[config.mk]
export PLATFORM = sky130hd
export DESIGN_NAME = bslse_exec
export DESIGN_NICKNAME = d
export VERILOG_FILES = /design/src/logic/bslse_pkg.sv /design/src/logic/bslse_exec.sv
export SDC_FILE = /design/constraint.sdc
export NUM_CORES = 1
export LEC_CHECK = 0
export ABC_AREA = 1
export BUFFER_PORTS_ARGS = -buffer_cell sky130_fd_sc_hd__buf_2
export CORE_MARGIN = 8
export CORE_UTILIZATION = 50
export CTS_CLUSTER_SIZE = 12
export DETAILED_ROUTE_END_ITERATION = 6
export PLACE_DENSITY_LB_ADDON = 0.15
export SLEW_MARGIN = 5
export SYNTH_ARGS = -nofsm -noshare
export SYNTH_HDL_FRONTEND = slang
export SYNTH_SLANG_ARGS = --single-unit
[constraint.sdc]
create_clock -name clock -period 1.6 [get_ports clock]
set_input_delay 0.32 -clock clock [delete_from_list [all_inputs] [get_ports clock]]
set_output_delay 0.32 -clock clock [all_outputs]
set_load 0.05 [all_outputs]
[src/logic/bslse_pkg.sv]
// Constants, types and register map of the branch/skip/load/store unit
`default_nettype none
package bslse_pkg;
    // ****************************************
    // Register map
    // ****************************************
    localparam logic [7:0] ADDR_CTRL = 8'h00;
    localparam logic [7:0] ADDR_HPS = 8'h04;
    localparam logic [7:0] ADDR_STAT = 8'h08;
    localparam logic [7:0] ADDR_RETIRED = 8'h0c;
    localparam int CTRL_EN_BIT = 0;
    localparam int STAT_BUSY_BIT = 0;
    localparam int STAT_TAKEN_BIT = 1;
    localparam int HPS_PAGE_BIT = 0;
    localparam logic CTRL_EN_RST = 1'b1;
    localparam logic [7:0] HPS_RST = 8'h00;
    localparam logic [31:0] RETIRED_RST = 32'h0000_0000;

    // ****************************************
    // Status flag positions
    // ****************************************
    localparam int FLAG_C = 0;
    localparam int FLAG_Z = 1;
    localparam int FLAG_N = 2;
    localparam int FLAG_V = 3;
    localparam int FLAG_H = 5;
    localparam int FLAG_T = 6;
    localparam int FLAG_I = 7;

    // ****************************************
    // Cycle counts
    // ****************************************
    localparam logic [1:0] CYC_ONE = 2'h1;
    localparam logic [1:0] CYC_BRANCH_TAKEN = 2'h2;
    localparam logic [1:0] CYC_SKIP_SHORT = 2'h2;
    localparam logic [1:0] CYC_SKIP_LONG = 2'h3;
    localparam logic [1:0] CYC_DATA_MEM = 2'h2;
    localparam logic [1:0] CYC_PGM_LOAD = 2'h3;

    // ****************************************
    // Operations and operand modes
    // ****************************************
    typedef enum logic [4:0] {
        SKIP_IF_IO_BIT_CLEAR, SKIP_IF_IO_BIT_SET,
        BRANCH_FLAG_SET, BRANCH_FLAG_CLEAR,
        BRANCH_EQUAL, BRANCH_NOT_EQUAL,
        BRANCH_CARRY_SET, BRANCH_CARRY_CLEAR,
        BRANCH_SAME_OR_HIGHER, BRANCH_UNSIGNED_LOWER,
        BRANCH_MINUS, BRANCH_PLUS,
        BRANCH_SIGNED_GE, BRANCH_SIGNED_LT,
        BRANCH_HALFCARRY_SET, BRANCH_HALFCARRY_CLEAR,
        BRANCH_TRANSFER_SET, BRANCH_TRANSFER_CLEAR,
        BRANCH_OVERFLOW_SET, BRANCH_OVERFLOW_CLEAR,
        BRANCH_IRQ_ENABLED, BRANCH_IRQ_DISABLED,
        EXTENDED_PROGRAM_LOAD, INDIRECT_LOAD,
        DISPLACED_LOAD, DIRECT_LOAD, INDIRECT_STORE
    } bslse_op_e;

    typedef enum logic [1:0] {PTR_X, PTR_Y, PTR_Z} bslse_ptr_e;
    typedef enum logic [1:0] {
        MODE_PLAIN, MODE_POST_INC, MODE_PRE_DEC
    } bslse_mode_e;

    // Instruction handed over by decode
    typedef struct packed {
        bslse_op_e op;
        bslse_ptr_e ptr;
        bslse_mode_e mode;
        logic [2:0] flag_sel;
        logic [2:0] bit_sel;
        logic [7:0] io_value;
        logic [6:0] offset;
        logic [5:0] disp;
        logic [15:0] abs_addr;
        logic [4:0] rd;
        logic [7:0] rr_value;
        logic [15:0] ptr_value;
        logic [15:0] pc;
        logic next_two_word;
    } bslse_issue_s;

    // Retirement report
    typedef struct packed {
        logic valid;
        logic taken;
        logic [15:0] pc;
    } bslse_retire_s;

    // Register-file write, destination and pointer
    typedef struct packed {
        logic rd_we;
        logic [4:0] rd_addr;
        logic [7:0] rd_data;
        logic ptr_we;
        bslse_ptr_e ptr;
        logic [15:0] ptr_data;
    } bslse_rf_s;

    // Data memory request
    typedef struct packed {
        logic re;
        logic we;
        logic [15:0] addr;
        logic [7:0] wdata;
    } bslse_dm_s;

    // Program memory request
    typedef struct packed {
        logic re;
        logic [16:0] addr;
    } bslse_pm_s;
endpackage
`default_nettype wire

[src/logic/bslse_exec.sv]
// Execution unit for skips, flag branches, loads and stores
`default_nettype none
module bslse_exec (
    input wire logic clock,
    input wire logic rst_n,
    input wire logic issue_valid,
    output logic issue_ready,
    input wire bslse_pkg::bslse_issue_s issue,
    input wire logic [7:0] status_register,
    output bslse_pkg::bslse_retire_s retire,
    output bslse_pkg::bslse_rf_s rf_wr,
    output bslse_pkg::bslse_dm_s dm_req,
    input wire logic [7:0] dm_rdata,
    output bslse_pkg::bslse_pm_s pm_req,
    input wire logic [7:0] pm_rdata,
    input wire logic psel,
    input wire logic penable,
    input wire logic pwrite,
    input wire logic [7:0] paddr,
    input wire logic [31:0] pwdata,
    output logic [31:0] prdata,
    output logic pready,
    output logic pslverr
);
    // ****************************************
    // State and held operands
    // ****************************************
    typedef enum logic [1:0] {
        ST_IDLE = 2'b01,
        ST_BUSY = 2'b10
    } bslse_state_e;

    bslse_state_e state;
    bslse_state_e next_state;
    logic [1:0] cnt, next_cnt;
    logic exec_en, last_taken, hold_pgm, hold_load, hold_taken, hold_ptr_we;
    logic [7:0] high_page_selector;
    logic [31:0] retired;
    logic [4:0] hold_rd;
    logic [15:0] hold_pc, hold_ptr_data;
    bslse_pkg::bslse_ptr_e hold_ptr;

    // ****************************************
    // Decode of the issued instruction
    // ****************************************
    logic accept, is_skip, is_branch, is_ind, is_load, is_store, is_pgm;
    logic skip_hit, branch_hit, sign_diff, ptr_we_new, last_cycle;
    logic [1:0] n_cyc;
    logic [15:0] ptr_dec, ptr_inc, ptr_disp, eff_addr, pc_seq, pc_branch;
    logic [15:0] pc_skip, pc_new, ptr_data_new;

    // Only status_register is read; no flag is ever written back
    function automatic logic flag_test(
        input bslse_pkg::bslse_op_e op,
        input logic [2:0] sel,
        input logic [7:0] sr,
        input logic sdiff
    );
        logic hit;
        hit = 1'b0;
        unique case (op)
            bslse_pkg::BRANCH_FLAG_SET: hit = sr[sel];
            bslse_pkg::BRANCH_FLAG_CLEAR: hit = !sr[sel];
            bslse_pkg::BRANCH_EQUAL: hit = sr[bslse_pkg::FLAG_Z];
            bslse_pkg::BRANCH_NOT_EQUAL: hit = !sr[bslse_pkg::FLAG_Z];
            bslse_pkg::BRANCH_CARRY_SET,
            bslse_pkg::BRANCH_UNSIGNED_LOWER:
                hit = sr[bslse_pkg::FLAG_C];
            bslse_pkg::BRANCH_CARRY_CLEAR,
            bslse_pkg::BRANCH_SAME_OR_HIGHER:
                hit = !sr[bslse_pkg::FLAG_C];
            bslse_pkg::BRANCH_MINUS: hit = sr[bslse_pkg::FLAG_N];
            bslse_pkg::BRANCH_PLUS: hit = !sr[bslse_pkg::FLAG_N];
            bslse_pkg::BRANCH_SIGNED_GE: hit = !sdiff;
            bslse_pkg::BRANCH_SIGNED_LT: hit = sdiff;
            bslse_pkg::BRANCH_HALFCARRY_SET:
                hit = sr[bslse_pkg::FLAG_H];
            bslse_pkg::BRANCH_HALFCARRY_CLEAR:
                hit = !sr[bslse_pkg::FLAG_H];
            bslse_pkg::BRANCH_TRANSFER_SET:
                hit = sr[bslse_pkg::FLAG_T];
            bslse_pkg::BRANCH_TRANSFER_CLEAR:
                hit = !sr[bslse_pkg::FLAG_T];
            bslse_pkg::BRANCH_OVERFLOW_SET:
                hit = sr[bslse_pkg::FLAG_V];
            bslse_pkg::BRANCH_OVERFLOW_CLEAR:
                hit = !sr[bslse_pkg::FLAG_V];
            bslse_pkg::BRANCH_IRQ_ENABLED:
                hit = sr[bslse_pkg::FLAG_I];
            bslse_pkg::BRANCH_IRQ_DISABLED:
                hit = !sr[bslse_pkg::FLAG_I];
            default: hit = 1'b0;
        endcase
        return hit;
    endfunction

    // Handshake and instruction class
    assign issue_ready = (state == ST_IDLE) && exec_en;
    assign accept = issue_valid && issue_ready;
    assign is_skip = (issue.op == bslse_pkg::SKIP_IF_IO_BIT_CLEAR) ||
        (issue.op == bslse_pkg::SKIP_IF_IO_BIT_SET);
    assign is_branch = (issue.op >= bslse_pkg::BRANCH_FLAG_SET) &&
        (issue.op <= bslse_pkg::BRANCH_IRQ_DISABLED);
    assign is_pgm = issue.op == bslse_pkg::EXTENDED_PROGRAM_LOAD;
    assign is_store = issue.op == bslse_pkg::INDIRECT_STORE;
    assign is_load = (issue.op == bslse_pkg::INDIRECT_LOAD) ||
        (issue.op == bslse_pkg::DISPLACED_LOAD) ||
        (issue.op == bslse_pkg::DIRECT_LOAD);
    assign is_ind = (issue.op == bslse_pkg::INDIRECT_LOAD) || is_store;

    // Condition evaluation
    assign skip_hit =
        ((issue.op == bslse_pkg::SKIP_IF_IO_BIT_CLEAR) &&
        !issue.io_value[issue.bit_sel]) ||
        ((issue.op == bslse_pkg::SKIP_IF_IO_BIT_SET) &&
        issue.io_value[issue.bit_sel]);
    assign sign_diff = status_register[bslse_pkg::FLAG_N] ^
        status_register[bslse_pkg::FLAG_V];
    assign branch_hit = is_branch &&
        flag_test(issue.op, issue.flag_sel, status_register, sign_diff);

    // Program counter candidates
    assign pc_seq = issue.pc + 16'h0001;
    assign pc_branch = issue.pc + {{9{issue.offset[6]}}, issue.offset} +
        16'h0001;
    assign pc_skip = issue.pc +
        (issue.next_two_word ? 16'h0003 : 16'h0002);
    assign pc_new = skip_hit ? pc_skip :
        (branch_hit ? pc_branch : pc_seq);

    // Cycle count per class
    assign n_cyc = is_pgm ? bslse_pkg::CYC_PGM_LOAD :
        (is_load || is_store) ? bslse_pkg::CYC_DATA_MEM :
        branch_hit ? bslse_pkg::CYC_BRANCH_TAKEN :
        !skip_hit ? bslse_pkg::CYC_ONE :
        issue.next_two_word ? bslse_pkg::CYC_SKIP_LONG :
        bslse_pkg::CYC_SKIP_SHORT;

    // Pointer arithmetic and effective address
    assign ptr_dec = issue.ptr_value - 16'h0001;
    assign ptr_inc = issue.ptr_value + 16'h0001;
    assign ptr_disp = issue.ptr_value + {10'h000, issue.disp};
    assign eff_addr =
        (issue.op == bslse_pkg::DIRECT_LOAD) ? issue.abs_addr :
        (issue.op == bslse_pkg::DISPLACED_LOAD) ? ptr_disp :
        (issue.mode == bslse_pkg::MODE_PRE_DEC) ? ptr_dec :
        issue.ptr_value;
    assign ptr_we_new = is_ind &&
        (issue.mode != bslse_pkg::MODE_PLAIN);
    assign ptr_data_new = (issue.mode == bslse_pkg::MODE_POST_INC) ?
        ptr_inc : ptr_dec;

    // Sequencing
    assign last_cycle = (state == ST_BUSY) && (cnt == 2'h1);
    assign next_state = (accept && (n_cyc != bslse_pkg::CYC_ONE)) ?
        ST_BUSY : (last_cycle ? ST_IDLE : state);
    assign next_cnt = accept ? n_cyc - 2'h1 :
        ((state == ST_BUSY) ? cnt - 2'h1 : cnt);

    // ****************************************
    // Sequencer registers
    // ****************************************
    // State and remaining cycles
    always_ff @(posedge clock or negedge rst_n) begin
        if (!rst_n) begin
            state <= ST_IDLE;
            cnt <= 2'h0;
        end else begin
            state <= next_state;
            cnt <= next_cnt;
        end
    end

    // Operands kept for the closing cycle
    always_ff @(posedge clock or negedge rst_n) begin
        if (!rst_n) begin
            hold_pgm <= 1'b0;
            hold_load <= 1'b0;
            hold_taken <= 1'b0;
            hold_rd <= 5'h00;
            hold_pc <= 16'h0000;
            hold_ptr_we <= 1'b0;
            hold_ptr <= bslse_pkg::PTR_X;
            hold_ptr_data <= 16'h0000;
        end else if (accept) begin
            hold_pgm <= is_pgm;
            hold_load <= is_load;
            hold_taken <= skip_hit || branch_hit;
            hold_rd <= issue.rd;
            hold_pc <= pc_new;
            hold_ptr_we <= ptr_we_new;
            hold_ptr <= issue.ptr;
            hold_ptr_data <= ptr_data_new;
        end
    end

    // ****************************************
    // Memory requests
    // ****************************************
    // One-cycle strobes issued on acceptance
    always_ff @(posedge clock or negedge rst_n) begin
        if (!rst_n) begin
            dm_req <= '0;
            pm_req <= '0;
        end else begin
            dm_req.re <= accept && is_load;
            dm_req.we <= accept && is_store;
            pm_req.re <= accept && is_pgm;
            if (accept) begin
                dm_req.addr <= eff_addr;
                dm_req.wdata <= issue.rr_value;
                pm_req.addr <= {high_page_selector[bslse_pkg::HPS_PAGE_BIT],
                    issue.ptr_value};
            end
        end
    end

    // ****************************************
    // Retirement and write-back
    // ****************************************
    // Single-cycle ops retire at acceptance, others at the last cycle
    always_ff @(posedge clock or negedge rst_n) begin
        if (!rst_n) begin
            retire <= '0;
        end else if (accept && (n_cyc == bslse_pkg::CYC_ONE)) begin
            retire.valid <= 1'b1;
            retire.taken <= 1'b0;
            retire.pc <= pc_new;
        end else begin
            retire.valid <= last_cycle;
            if (last_cycle) begin
                retire.taken <= hold_taken;
                retire.pc <= hold_pc;
            end
        end
    end

    // Destination and pointer written in the closing cycle
    always_ff @(posedge clock or negedge rst_n) begin
        if (!rst_n) begin
            rf_wr <= '0;
        end else begin
            rf_wr.rd_we <= last_cycle && (hold_load || hold_pgm);
            rf_wr.ptr_we <= last_cycle && hold_ptr_we;
            if (last_cycle) begin
                rf_wr.rd_addr <= hold_pgm ? 5'h00 : hold_rd;
                rf_wr.rd_data <= hold_pgm ? pm_rdata : dm_rdata;
                rf_wr.ptr <= hold_ptr;
                rf_wr.ptr_data <= hold_ptr_data;
            end
        end
    end

    // ****************************************
    // APB register file
    // ****************************************
    logic apb_wr, hit_ctrl, hit_hps, hit_stat, hit_ret;
    logic [31:0] rd_mux;

    // Address decode and read selection
    assign apb_wr = psel && penable && pwrite;
    assign hit_ctrl = paddr == bslse_pkg::ADDR_CTRL;
    assign hit_hps = paddr == bslse_pkg::ADDR_HPS;
    assign hit_stat = paddr == bslse_pkg::ADDR_STAT;
    assign hit_ret = paddr == bslse_pkg::ADDR_RETIRED;
    assign rd_mux = hit_ctrl ? {31'h0, exec_en} :
        hit_hps ? {24'h0, high_page_selector} :
        hit_stat ? {30'h0, last_taken, state == ST_BUSY} :
        hit_ret ? retired : 32'h0000_0000;
    assign pready = 1'b1;
    assign pslverr = psel && penable &&
        !(hit_ctrl || hit_hps || hit_stat || hit_ret);

    // Writable controls
    always_ff @(posedge clock or negedge rst_n) begin
        if (!rst_n) begin
            exec_en <= bslse_pkg::CTRL_EN_RST;
            high_page_selector <= bslse_pkg::HPS_RST;
        end else if (apb_wr) begin
            if (hit_ctrl) exec_en <= pwdata[bslse_pkg::CTRL_EN_BIT];
            if (hit_hps) high_page_selector <= pwdata[7:0];
        end
    end

    // Read data and retirement statistics
    always_ff @(posedge clock or negedge rst_n) begin
        if (!rst_n) begin
            prdata <= 32'h0000_0000;
            retired <= bslse_pkg::RETIRED_RST;
            last_taken <= 1'b0;
        end else begin
            if (psel && !penable && !pwrite) prdata <= rd_mux;
            if (retire.valid) begin
                retired <= retired + 32'h0000_0001;
                last_taken <= retire.taken;
            end
        end
    end
endmodule // bslse_exec
`default_nettype wire

### Word-level counts from Yosys, hierarchy flattened

Index checks and enable logic that the tools add are counted.

| word-level totals | value |
|---|---|
| input port bits | 168 |
| flip-flop bits (word level) | 216 |
| word-level logic and storage cells | 163 |

| operators by class | value |
|---|---|
| magnitude comparators | 4 |
| reductions and logical operators | 53 |
| eq/ne operators | 36 |
| bitwise gates (word level) | 1 |
| add/sub/neg operators | 10 |
| mux-type cells | 29 |

Operator list:

| cell | count |
|---|---|
| $mux W32 | 4 |
| $mux W16 | 6 |
| $eq A5 B5 Y1 const B | 11 |
| $add A16 B1 Y16 const B | 3 |
| $eq A5 B4 Y1 const B | 8 |
| $add A32 B1 Y32 const B | 1 |
| $eq A5 B3 Y1 const B | 4 |
| $logic_and A1 B1 Y1 | 20 |
| $mux W18 | 1 |
| $pmux W1 S18 | 1 |
| $mux W17 | 1 |
| $add A16 B16 Y16 | 1 |
| $add A16 B2 Y16 | 1 |
| $add A16 B6 Y16 | 1 |
| $eq A8 B4 Y1 const B | 2 |
| $mux W2 | 8 |
| $sub A16 B1 Y16 const B | 1 |
| $logic_not A1 Y1 | 13 |
| $eq A5 B2 Y1 const B | 2 |
| $logic_or A1 B1 Y1 | 10 |
| $eq A2 B1 Y1 const B | 4 |
| $eq A8 B3 Y1 const B | 1 |
| $logic_not A8 Y1 | 1 |
| $lt A3 B4 Y1 const B | 2 |
| other kinds (15) | 26 |

### Longest topological paths before layout

| depth | value |
|---|---|
| depth after elaboration | 12 |
| mapped depth | 20 |
| depth with buffers taken out | 19 |

### Least setup slack after synthesis

OpenSTA, ideal clock, no wires.

| path | value |
|---|---|
| path type | register to register |
| from | register state[0] |
| to | register retire[10] in the netlist's numbering |
| data required time | 1.487 ns |
| slack | -0.913 ns |
| buffers on the path | 1 |
| arrival time | 2.399 ns |
| stages on the path, launching flop included | 11 |
| clock period less this slack | 2.513 ns |
| path through | dfstp_2 > nand2_1 > nor2_1 > nand2_1 > inv_2 > nand2_1 > inv_2 > buf_1 > nand3_1 > nand2_1 > inv_1 |

| on the way | value |
|---|---|
| longest elaborated chain between the ends | 5 |
| elaborated cells between the ends (all ways) | 8 |
| those cells by class | eq/ne (2); mux (1); reduce/logical (5) |

RTL lines:

| what | RTL line | source |
|---|---|---|
| start: declaration | bslse_exec.sv:33 | `bslse_state_e state;` |
| start signal: assignment | bslse_exec.sv:169 | `state <= next_state;` |
| $eq A2 B1 Y1 (*) | bslse_exec.sv:98 | `assign issue_ready = (state == ST_IDLE) && exec_en;` |
| $logic_and A1 B1 Y1 (*) | bslse_exec.sv:98 |  |
| via issue_ready | bslse_exec.sv:7 | `output logic issue_ready,` |
| $logic_and A1 B1 Y1 (*) | bslse_exec.sv:99 | `assign accept = issue_valid && issue_ready;` |
| $logic_and A1 B1 Y1 (*) | bslse_exec.sv:225 | `end else if (accept && (n_cyc == bslse_pkg::CYC_ONE)) begin` |
| $mux W18 or $reduce_bool A2 Y1 (tied branches) | -- |  |
| end: declaration | bslse_exec.sv:10 | `output bslse_pkg::bslse_retire_s retire,` |

The timed path passes the listed nets; every way through them passes the cells marked *.
A chain may end at the register's enable or synchronous reset.

### Final worst setup path

| path | value |
|---|---|
| from | register retired[1] |
| to | register retired[28] |

| on the way | value |
|---|---|
| longest elaborated chain between the ends | 1 |

RTL lines:

| what | RTL line | source |
|---|---|---|
| start: declaration | bslse_exec.sv:38 | `logic [31:0] retired;` |
| start signal: assignment | bslse_exec.sv:289 | `retired <= bslse_pkg::RETIRED_RST;` |
| start signal: assignment | bslse_exec.sv:294 | `retired <= retired + 32'h0000_0001;` |
| $add A32 B1 Y32 | bslse_exec.sv:294 |  |

Every way passes these cells.

==> impl_metrics.yaml <==
grt:
  track_usage: 0.276
  grt_pass1_vias: 13700
  antenna_found_initial: 3
  grt_first_pass_wirelength_um: 70000
  grt_remaining_overflow: 0
  grt_max_degree: 77
floorplan:
  num_io_pins: 298
  core.rowCount: 58
  die-area_sq_mm: 0.0307
  initial_core_util: 0.506
  dieWidth_um: 175
  die_y_um: 175
  core_sq_mm: 0.0250
clock_network:
  cts_tree: "built"
  h-tree-depth: 1
  clk_pin_slew_worst_paths_ns: 0.06
  cts.sinks: 216
  cts_root_buf: "clkbuf_16"
  cts_inserted_buffers: 24
  clk_path_buf_depth: 3
  clkLatencyLatePin_ns: 0.52
synthesis:
  syn_area_sq_mm: 0.0127
  netlist_top_cells_area: "dfrtp_1 42%, nand2_1 16%, nand3_1 5.3%"
  ys_ff_latch: 216
  synth.most_common_cell: "nand2_1"
  synthTopCellsByCount: "537 x nand2_1, 214 x dfrtp_1, 173 x inv_1"
  synth-main-ff-cell: "dfrtp_1"
  synth_top_area_frac: 0.423
  synthCells: 1720
  synth_edf_count: 0
  ys_seq_area_frac: 0.427
  avgSynthCellArea_sq_um: 7.36
  yosys_warnings: 0
  synth_cell_type_count: 50
  yosysTopAreaCell: "dfrtp_1"
  ys_async_sr_fraction: 1.00
  synth_nets: 1919
setup_path:
  critPathLaunchType: "flop"
  ff2ff_path_depth: 9
  cp-end-kind: "flop"
  cp.arrival_ns: 2.23
  r2r-end: "retired[28]$_DFFE_PN0P_"
  crit_type: "reg2reg"
  reg2reg_from: "retired[1]$_DFFE_PN0P_"
  cp_max_fo: 4
  r2r_slack_ns: -0.23
  cp.required_ns: 2.00
sta:
  finalWorstPathRequiredPeriod_ns: 1.83
  rsz0062_at_grt: "true"
  fmax_mhz: 546
  fin_crit_sh: 1.14
  final_hold_viol_count: 0
  finalClockSkew_ns: 0.0110
  setup_slack_ns: -0.231
  tns_ns: -12.93
  setup_viol: 115
  slew_viol_final: 0
hold_path:
  hp-class: "in2reg"
  hold-path-cell-count: 3
  min_to: "hold_ptr[1]$_DFFE_PN0P_"
  worstHoldStart: "issue[92]"
power:
  irDropWorstVdd_mv: 0.994
  p_leak_nw: 10.4
  powerDensity_mw_per_mm2: 966
drt:
  vias: 14300
  post_drt_wl_per_cell_um: 18.7
  drtIter0Drc: 1254
  wl_um: 49600
  ant_nets: 0
  via_per_inst: 5.41
  first_pass_iters: 5
  drc: 0
run_status:
  outcome: "complete, but fails checks"
  failed_checks: "setup timing"
placed_design:
  placed_cell_area_sq_mm: 0.0167
  port_buffers: 272
  placed_cells: 2519
  gp_congestion: 0.966
  hpwl_um: 32800
final_layout:
  final_core_util: 0.794
  n_fill_cell: 1740
  area_growth_syn_to_layout_pct: 57.0
  drive_above_1_share: 0.411
  stdcell_area_sq_mm: 0.0199
  nets: 2499
  final_cells: 2649
run:
  maxCapViolations: 0
[cell families after synthesis]
family | Yosys count | synth area share
buffers and inverters | 249 | 0.0766
AND/OR/NAND/NOR | 892 | 0.297
XOR/XNOR | 82 | 0.0567
adder cells (fa/ha/maj) | 31 | 0.0318
AO/OA/AOI/OAI | 247 | 0.109
flip-flops | 216 | 0.427
other | 1 | 0.000296
multiplexers | 2 | 0.00178
[flip-flops by register name, summed over array words and instances, names as in the netlist, 8 cells and up]
| signal | cells |
|---|---|
| rf_wr | 33 |
| hold_pc | 16 |
| retired | 32 |
| retire | 18 |
| pm_req | 18 |
| prdata | 32 |
| dm_req | 26 |
| hold_ptr_data | 16 |
| high_page_selector | 8 |
[repair_timing]
| action | in CTS | in global routing |
|---|---|---|
| endpoints found under the hold margin | 205 | 0 |
| hold buffers | 9 | 0 |
| setup endpoints to repair | 44 | 99 |
| pin swaps | 51 | 96 |
| gates cloned | 2 | 18 |
| gates resized for setup | 108 | 319 |
| buffers inserted | 26 | 38 |
[worst max path at each step]
stage | end | slack [ns] | cells after the start | startpoint
finish | retired[28]$_DFFE_PN0P_ | -0.23 | 9 | retired[1]$_DFFE_PN0P_
global route | retired[28]$_DFFE_PN0P_ | -0.36 | 9 | retired[0]$_DFFE_PN0P_
CTS | issue_ready | -0.21 | 4 | state[0]$_DFFE_PN1P_
detailed placement | retire[1]$_DFFE_PN0P_ | -0.80 | 16 | issue[96]
global placement | retire[1]$_DFFE_PN0P_ | -0.73 | 18 | issue[95]
floorplan | retire[11]$_DFFE_PN0P_ | -0.47 | 17 | issue[96]
[per-stage QoR]
stage	total power (W)	setup slack, ns	hold slack, ns
2_1_floorplan	0.0107	-0.474	0.0244
3_3_place_gp	0.0127	-0.730	0.165
3_5_place_dp	0.0128	-0.804	0.167
4_1_cts	0.0185	-0.207	0.00418
5_1_grt	0.0200	-0.359	0.0164
6_report	0.0192	-0.231	0.0108
[worst max-delay path, cell delays in order (launching register included)]
cell and delay [ns]:
dfrtp_1 0.41, ha_4 0.17, nand2_4 0.06, nor3_4 0.14, nand2_2 0.11, nor3_4 0.15
nand3_2 0.11, nor3_4 0.24, nand4_1 0.14, xor2_1 0.17
[cell type report]
class | count | area (sq um) | area share
Clock buffer | 37 | 659 | 0.0332
Multi-Input combinational cell | 1255 | 7650 | 0.385
Tap cell | 330 | 413 | 0.0208
Timing Repair Buffer | 618 | 4840 | 0.243
Antenna cell | 2 | 5.00 | 0.000252
Sequential cell | 216 | 5410 | 0.272
Clock inverter | 6 | 100 | 0.00504
Inverter | 184 | 795 | 0.0400
Timing Repair inverter | 1 | 11.3 | 0.000567
[per-layer routing]
layer / wire length (um) / vias to the layer above / share of wire / track usage
li1: - / 6728 / - / -
met1: 19400 / 6756 / 0.39 / 0.345
met2: 24200 / 670 / 0.49 / 0.466
met3: 3700 / 163 / 0.075 / 0.0587
met4: 2330 / 2 / 0.047 / 0.0989
met5: 10 / - / 0.00020 / 0
[cell usage in the layout (no fill, tap or decap), types with 4 or more instances in the layout]
cell type | synthesis | final
nor2_4 | 3 | 24
ha_1 | 29 | 13
buf_8 | 0 | 12
a21oi_1 | 49 | 29
clkbuf_16 | 0 | 37
a21oi_4 | 0 | 5
o21ai_1 | 10 | 34
nand2_2 | 3 | 78
buf_4 | 4 | 268
ha_4 | 0 | 13
inv_1 | 173 | 150
dfrtp_1 | 214 | 212
nand3_4 | 0 | 5
nor2_1 | 138 | 109
nand2_1 | 537 | 443
buf_12 | 0 | 25
nor3_4 | 1 | 7
o31ai_1 | 8 | 8
dlygate4sd3_1 | 0 | 9
a22oi_2 | 0 | 6
o21ai_2 | 0 | 28
buf_6 | 0 | 39
nand2_4 | 0 | 17
clkinv_8 | 0 | 4
o21ai_0 | 131 | 77
xor2_1 | 67 | 64
xnor2_1 | 15 | 15
o211ai_1 | 17 | 17
buf_2 | 14 | 249
o22ai_1 | 6 | 5
inv_4 | 0 | 4
nor2_2 | 6 | 14
a21oi_2 | 0 | 15
clkbuf_1 | 37 | 12
nand3_2 | 2 | 35
inv_2 | 9 | 19
nand4_1 | 32 | 32
nand3_1 | 135 | 97
nor3_1 | 21 | 15
[power by group]
part	leakage (nW)	switching, W	internal [W]	total [W]
Clock	0.357	0.00227	0.00317	0.00544
Sequential	2.74	0.000542	0.00632	0.00686
Combinational	7.28	0.00459	0.00229	0.00689
Power figures use the tool's default switching activity.
